File: config.mk
export PLATFORM = sky130hd
export DESIGN_NAME = scs_clock_select_top
export DESIGN_NICKNAME = d
export VERILOG_FILES = /design/src/hw/scs_pkg.sv /design/src/hw/scs_clock_select_top.sv /design/src/hw/scs_sync.sv
export SDC_FILE = /design/constraint.sdc
export NUM_CORES = 1
export LEC_CHECK = 0
export BUFFER_PORTS_ARGS = -buffer_cell sky130_fd_sc_hd__buf_2
export CAP_MARGIN = 20
export CORE_AREA = 2 2 56 111
export DETAILED_ROUTE_END_ITERATION = 10
export DIE_AREA = 0 0 58 113
export GPL_ROUTABILITY_DRIVEN = 0
export PLACE_DENSITY_LB_ADDON = 0.2
export SLEW_MARGIN = 10
export SYNTH_ARGS = -nofsm -noshare
export SYNTH_HDL_FRONTEND = slang
export SYNTH_SLANG_ARGS = --single-unit
File: constraint.sdc
create_clock -name core_clk -period 3.6 [get_ports core_clk]
set_clock_uncertainty 0.05 [all_clocks]
set_input_delay 0.18 -clock core_clk [delete_from_list [all_inputs] [get_ports core_clk]]
set_output_delay 0.18 -clock core_clk [all_outputs]
set_load 0.02 [all_outputs]
File: src/hw/scs_pkg.sv
// Shared constants for the system clock selector and prescaler.
// Assumes all configuration inputs come from logic on core_clk.
package scs_pkg;
  // Core clock rate, for reference only; nothing here is timed
  localparam int CORE_CLK_PERIOD_NS = 40;

  // Clock source select codes
  localparam logic [1:0] SEL_WAKEUP = 2'h0;
  localparam logic [1:0] SEL_LOOP_OR_PRESC = 2'h2;
  localparam logic [1:0] SEL_DIRECT = 2'h3;

  // Oscillator bypass value that chooses the prescaler
  localparam logic BYPASS_PRESC = 1'h1;

  // Output divider field width and the largest divide factor
  localparam int DIV_W = 10;
  localparam int MAX_FACTOR = 1024;

  // Number of synchronised clock inputs and their bit positions
  localparam int NUM_IN = 5;
  localparam int IN_EXT = 0;
  localparam int IN_XTAL = 1;
  localparam int IN_INT = 2;
  localparam int IN_LOOP = 3;
  localparam int IN_WAKE = 4;

  // Active source, one-hot
  typedef enum logic [4:0] {
    SRC_OFF = 5'h01,
    SRC_WAKE = 5'h02,
    SRC_LOOP = 5'h04,
    SRC_PRESC = 5'h08,
    SRC_DIRECT = 5'h10
  } scs_src_e;

  // Switch sequencer states, one-hot
  typedef enum logic [2:0] {
    ST_RUN = 3'h1,
    ST_STOP = 3'h2,
    ST_START = 3'h4
  } scs_state_e;

  // Reset values
  localparam logic RST_OUT = 1'h0;
  localparam logic [DIV_W-1:0] RST_DIV = 10'h000;
endpackage

File: src/hw/scs_clock_select_top.sv
// System clock selector with direct drive, prescaler, loop and wakeup paths.
// Assumes input clocks are slower than core_clk / 2; they are oversampled,
// so edges on sys_clk carry up to one core_clk period of quantisation.
// Function
// - Select code 11 drives external input directly
// - Direct drive keeps input duty cycle
// - Crystal bypass with factor one equals direct
// - Code 10 with bypass 1 selects prescaler
// - Prescaler input is crystal or internal source
// - Prescaler divides by divider field plus one
// - Factor one passes oscillator through unchanged
// - Largest divide factor is 1024
// - Code 10 with bypass 0 selects loop
// - Code 00 selects wakeup clock
`timescale 1ns/10ps
module scs_clock_select_top #(
  parameter int DIV_W = scs_pkg::DIV_W
) (
  input wire logic core_clk,
  input wire logic rst,
  input wire logic ce,
  input wire logic ext_clock_input,
  input wire logic crystal_input,
  input wire logic internal_osc_clk,
  input wire logic loop_clk,
  input wire logic wakeup_clk,
  input wire logic [1:0] clock_source_select,
  input wire logic oscillator_bypass,
  input wire logic osc_from_internal,
  input wire logic [DIV_W-1:0] output_divider_field,
  output logic sys_clk,
  output logic [4:0] active_source,
  output logic switch_busy
);
  logic [scs_pkg::NUM_IN-1:0] pins_in;
  logic [scs_pkg::NUM_IN-1:0] pins_s;
  scs_pkg::scs_src_e act_src_r;
  scs_pkg::scs_state_e state_r;
  logic act_int_r;
  logic [DIV_W-1:0] act_div_r;
  logic [DIV_W-1:0] cnt_r;
  logic osc_prev_r;
  logic sys_clk_r;

  // Every clock from outside passes two flops before use
  assign pins_in[scs_pkg::IN_EXT] = ext_clock_input;
  assign pins_in[scs_pkg::IN_XTAL] = crystal_input;
  assign pins_in[scs_pkg::IN_INT] = internal_osc_clk;
  assign pins_in[scs_pkg::IN_LOOP] = loop_clk;
  assign pins_in[scs_pkg::IN_WAKE] = wakeup_clk;

  scs_sync #(
    .W(scs_pkg::NUM_IN)
  ) u_sync (
    .core_clk(core_clk),
    .rst(rst),
    .ce(ce),
    .async_in(pins_in),
    .sync_out(pins_s)
  );

  // Decode the requested source from the configuration
  scs_pkg::scs_src_e req_src;
  always_comb
  begin
    case (clock_source_select)
      scs_pkg::SEL_DIRECT: req_src = scs_pkg::SRC_DIRECT;
      scs_pkg::SEL_LOOP_OR_PRESC:
        if (oscillator_bypass == scs_pkg::BYPASS_PRESC)
          req_src = scs_pkg::SRC_PRESC;
        else
          req_src = scs_pkg::SRC_LOOP;
      scs_pkg::SEL_WAKEUP: req_src = scs_pkg::SRC_WAKE;
      default: req_src = scs_pkg::SRC_OFF; // Undefined code holds clock low
    endcase
  end

  // A change of source, or of oscillator or factor while the prescaler is requested, needs a clean switch
  wire src_diff = (req_src != act_src_r);
  wire osc_diff = (req_src == scs_pkg::SRC_PRESC) &&
                  (osc_from_internal != act_int_r);
  wire div_diff = (req_src == scs_pkg::SRC_PRESC) &&
                  (output_divider_field != act_div_r);
  wire cfg_change = src_diff || osc_diff || div_diff;

  // Prescaler input: crystal or on-chip source
  wire osc_s = act_int_r ? pins_s[scs_pkg::IN_INT]
                         : pins_s[scs_pkg::IN_XTAL];
  wire osc_rise = osc_s && !osc_prev_r;

  // Factor is field plus one; 10 bits reach factor 1024
  wire [DIV_W:0] factor = {1'b0, act_div_r} + {{DIV_W{1'b0}}, 1'b1};
  wire [DIV_W:0] half = factor >> 1;
  wire cnt_wrap = (cnt_r == act_div_r);
  wire [DIV_W-1:0] cnt_inc = cnt_r + {{(DIV_W-1){1'b0}}, 1'b1};
  // Counter walks 0..field over rising edges of the oscillator
  wire [DIV_W-1:0] cnt_step = cnt_wrap ? {DIV_W{1'b0}} : cnt_inc;
  // High for the first half of the count; odd factors run short high
  wire div_high = ({1'b0, cnt_r} < half);
  // Factor one bypasses the counter to keep the oscillator's own duty
  wire presc_out = (act_div_r == {DIV_W{1'b0}}) ? osc_s : div_high;

  // Raw source before division, and the selected output level
  logic src_raw;
  logic src_out;
  always_comb
  begin
    case (act_src_r)
      scs_pkg::SRC_DIRECT:
      begin
        src_raw = pins_s[scs_pkg::IN_EXT];
        src_out = pins_s[scs_pkg::IN_EXT];
      end
      scs_pkg::SRC_PRESC:
      begin
        src_raw = osc_s;
        src_out = presc_out;
      end
      scs_pkg::SRC_LOOP:
      begin
        src_raw = pins_s[scs_pkg::IN_LOOP];
        src_out = pins_s[scs_pkg::IN_LOOP];
      end
      scs_pkg::SRC_WAKE:
      begin
        src_raw = pins_s[scs_pkg::IN_WAKE];
        src_out = pins_s[scs_pkg::IN_WAKE];
      end
      default:
      begin
        src_raw = 1'b0;
        src_out = 1'b0;
      end
    endcase
  end

  // Switch sequencer: let the old clock finish its high phase, then hold
  // low until the new source is low, so neither side gives a runt pulse
  scs_pkg::scs_state_e state_nxt;
  logic sys_clk_nxt;
  logic load_cfg;
  always_comb
  begin
    state_nxt = state_r;
    sys_clk_nxt = sys_clk_r;
    load_cfg = 1'b0;
    case (state_r)
      scs_pkg::ST_RUN:
      begin
        sys_clk_nxt = src_out;
        if (cfg_change)
          state_nxt = scs_pkg::ST_STOP;
      end
      scs_pkg::ST_STOP:
      begin
        // Old clock boundary: output already low and would stay low
        if (!sys_clk_r && !src_out)
        begin
          sys_clk_nxt = 1'b0;
          load_cfg = 1'b1;
          state_nxt = scs_pkg::ST_START;
        end
        else
          sys_clk_nxt = src_out;
      end
      scs_pkg::ST_START:
      begin
        // New clock boundary: start on its next rising edge
        sys_clk_nxt = 1'b0;
        if (!src_raw)
          state_nxt = scs_pkg::ST_RUN;
      end
      default:
      begin
        sys_clk_nxt = 1'b0;
        state_nxt = scs_pkg::ST_STOP;
      end
    endcase
  end

  // Sequencer and output registers
  always_ff @(posedge core_clk or posedge rst)
  begin
    if (rst)
    begin
      state_r <= scs_pkg::ST_STOP;
      sys_clk_r <= scs_pkg::RST_OUT;
      osc_prev_r <= 1'b0;
    end
    else if (ce)
    begin
      state_r <= state_nxt;
      sys_clk_r <= sys_clk_nxt;
      osc_prev_r <= osc_s;
    end
  end

  // Active configuration; counter preset to its last step so the first
  // oscillator rise after the switch opens a full high phase
  always_ff @(posedge core_clk or posedge rst)
  begin
    if (rst)
    begin
      act_src_r <= scs_pkg::SRC_OFF;
      act_int_r <= 1'b0;
      act_div_r <= scs_pkg::RST_DIV;
      cnt_r <= scs_pkg::RST_DIV;
    end
    else if (ce)
    begin
      if (load_cfg)
      begin
        act_src_r <= req_src;
        act_int_r <= osc_from_internal;
        act_div_r <= output_divider_field;
        cnt_r <= output_divider_field;
      end
      // Keeps counting while stopping, else a high phase never ends
      else if (state_r != scs_pkg::ST_START && osc_rise)
        cnt_r <= cnt_step;
    end
  end

  assign sys_clk = sys_clk_r;
  assign active_source = act_src_r;
  assign switch_busy = (state_r != scs_pkg::ST_RUN);
endmodule

File: src/hw/scs_sync.sv
// Two-stage synchroniser for a vector of independent pin-level signals.
// Assumes each bit is unrelated to the others; no word coherence given.
`timescale 1ns/10ps
module scs_sync #(
  parameter int W = 1
) (
  input wire logic core_clk,
  input wire logic rst,
  input wire logic ce,
  input wire logic [W-1:0] async_in,
  output logic [W-1:0] sync_out
);
  logic [W-1:0] meta_r;

  // First stage feeds only the second stage
  always_ff @(posedge core_clk or posedge rst)
  begin
    if (rst)
    begin
      meta_r <= '0;
      sync_out <= '0;
    end
    else if (ce)
    begin
      meta_r <= async_in;
      sync_out <= meta_r;
    end
  end
endmodule

==> flow_summary.toml <==
[run_status]
status = "finished clean"

[clock_network]
cts_root_buf = "clkbuf_16"
htreeDepth = 2
clk_pin_slew_ns = 0.06
post_cts_resize_count = 0
clock_latency_ns = 0.29
cts_buffer_depth = 2
cts_tree = "done"
ctsHoldBuffers = 1
cts_setup_buffers = 0
cts_buffers = 5
cts.sinks = 41

[timing]
drv_slew = 0
hold_viol = 0
max_slew_margin_pct = 52.5
worst_pin_slew_ns = 0.711
clock.fmax_ghz = 0.321
fin_crit_ns = 3.12
setup_ws_ns = 0.480
fin_crit_sh_pct = 86.7
fin_setup_tns_ns = 0
setup_viol = 0
rsz0062_at_grt = "no"

[power]
p_per_area_mw_per_mm2 = 869
vdd_drop_max_uv = 517
p_leak_nw = 1.32

[hold_path]
worstHoldPathType = "in2reg"
holdCritStartpoint = "wakeup_clk"

[worst_setup_path]
path_class = "reg2reg"
worst_path_dominant_cell_family = "compound AO/OA/AOI/OAI gates"
r2r_start = "act_div_r[0]"
worstPathArrival_ns = 3.24
startpoint_type = "flop"
cp_slowest_cell = "dfrtp_1"
cp_cell_sequence = "ha_1 -> nand2_1 -> nor2_1 -> nand3_1 -> xor2_1 -> ha_1 -> a21o_1 -> a21o_1 -> a221o_1 -> buf_4 -> and3_1 -> a211o_1"
cpPeakStageDelay_ns = 0.44
crit_buf_inv = 1
startpoint = "act_div_r[0]"
required_ns = 3.72
crit_path_max_fanout = 9
endpoint_kind = "flop"

[floorplanning]
initial_core_util_pct = 48.8
die_y_microns = 113
core.rowCount = 39
fp.dieArea_sq_mm = 0.00655
coreArea_sq_mm = 0.00566
pin_count = 29
die_x_microns = 58

[logic_synthesis]
synth.distinct_cells = 47
synthTopCellsByArea = "dfrtp_1, xnor2_1, mux2_2"
synth-async-reset-ratio_pct = 100
synth-compound-area-share_pct = 11.3
synth_xor_area_share_pct = 12.4
syn_inst = 272
synth_adder_area_share_pct = 5.43
synthMuxAreaShare_pct = 11.0
synth-main-ff-cell = "dfrtp_1"
avgSynthCellArea_sq_um = 10.2
syn_area_sq_mm = 0.00276
synth-seq-cells = 41
yosys.area.top_type = "dfrtp_1"
synth_edf_count = 0
synth_top_family_by_area = "simple AND/OR/NAND/NOR gates"
yosysTopAreaCellShare_pct = 35.3
yosys.area_share.simple_pct = 17.0
synth_fp_nets = 306
yosys_warnings = 0
yosysSeqAreaShare_pct = 37.2

[layout]
layout.nets = 333
drive_gt1_share_pct = 23.7
areaGrowthSynthToFinish_pct = 11.8
antennaDiodeCount = 0

[route]
drt-total-wl_microns = 6570
dr.first_iter.drc_count = 44
num_vias = 2091
drc = 0
routedWlPerCell_microns = 18.2
dr.pass1.iters = 4
drtAntennaViolNets = 0
vias_per_cell = 5.79

[placement]
hpwl_microns = 5060
io_buffers = 28
pre_cts_slack_ns = 0.498

[global_routing]
grt_pass1_wl_microns = 11000
grt_pass1_vias = 2177
grt-ovfl-total = 0
grt_max_degree = 42
grtUsageTotal_pct = 22.3
grt_antenna_before_repair = 0

[run]
cap_viol_max_count = 0
-- logic make-up after synthesis --
logic type                 count (synthesis)
AOI/OAI and AO/OA                         41
and+or+nand+nor                           78
buffers and inverters                     34
xor gates and xnor gates                  39
muxes                                     27
adders and majority gates                 12
DFF                                       41
-- path summary, 6_finish.rpt --
check	endpoint	slack, ns	cells after the start
min in group asynchronous	act_int_r	0.51	4
setup reg to reg	cnt_r[0]	0.48	12
max in group asynchronous	state_r[1]	2.58	4
setup / recovery	cnt_r[0]	0.48	12
hold / removal	u_sync.meta_r[4]	0.08	2
hold reg to reg	u_sync.meta_r[4]	0.45	1
-- cells in the final DEF, fill, tap and decap left out, types with 2 or more instances in the layout --
cell type,n
nor3_1,2
buf_4,7
and3_1,4
nand2b_1,11
nand3b_1,3
xor2_1,8
nor4b_2,2
nor4_1,3
a211o_1,2
mux2_2,22
o21ai_0,3
a221oi_1,9
dfstp_2,2
mux2i_1,4
nor4bb_1,3
nor2_1,9
nor2b_1,2
a21oi_1,5
xnor2_1,31
dfrtp_1,39
nand3_1,15
clkbuf_1,2
a21o_1,2
buf_2,28
nand2_1,9
a211oi_1,11
inv_1,18
nor3b_1,3
nand4_1,6
clkbuf_16,5
ha_1,12
-- synthesized netlist by cell type, types with 4 or more instances --
| master | count |
|---|---|
| dfrtp_1 | 39 |
| xnor2_1 | 31 |
| mux2_2 | 22 |
| inv_1 | 18 |
| nand3_1 | 15 |
| ha_1 | 12 |
| a211oi_1 | 11 |
| nand2b_1 | 11 |
| a221oi_1 | 9 |
| clkbuf_1 | 9 |
| nand2_1 | 9 |
| nor2_1 | 9 |
| xor2_1 | 8 |
| nand4_1 | 6 |
| a21oi_1 | 5 |
| and3_1 | 4 |
| mux2i_1 | 4 |
-- per-stage QoR --
stage	std cells	total power, mW	utilization [%]	instance area (sq um)	hold slack (ns)
after detailed placement	352	2.27	52.0	2940	0.293
final	361	2.69	54.6	3090	0.0757
after global routing	361	2.89	54.6	3090	0.0798
after global placement	352	2.24	52.0	2940	0.280
after floorplan	272	1.95	-	2760	0.268
after CTS	361	2.71	54.6	3090	0.0698
-- per-layer routing --
layer	track usage [%]	part of all wire (%)	routed length [microns]
met1	23.9	37	2450
met5	0	0	0
met4	11.6	4.6	303
met3	3.66	2.6	171
met2	40.2	55	3640
-- cell type report --
type / count / area, sq um
Fill cell: 536 / 2570
Multi-Input combinational cell: 197 / 1580
Sequential cell: 41 / 1030
Timing Repair Buffer: 36 / 203
Clock buffer: 7 / 133
Tap cell: 61 / 76.3
Inverter: 18 / 67.6
Clock inverter: 1 / 5.00
-- power breakdown --
group / total (mW) / switching (mW) / internal, mW
clock: 0.433 / 0.177 / 0.256
sequential: 0.972 / 0.321 / 0.651
combinational: 1.28 / 0.629 / 0.652
total: 2.69 / 1.13 / 1.56
-- sequential cells by signal, indices dropped and copies added, names as in the netlist --
register / flops
osc_prev_r: 1
act_int_r: 1
active_source: 5
act_div_r: 10
u_sync.meta_r: 5
cnt_r: 10
u_sync.sync_out: 5
sys_clk: 1
state_r: 3
(Power assumes the default switching activity.)
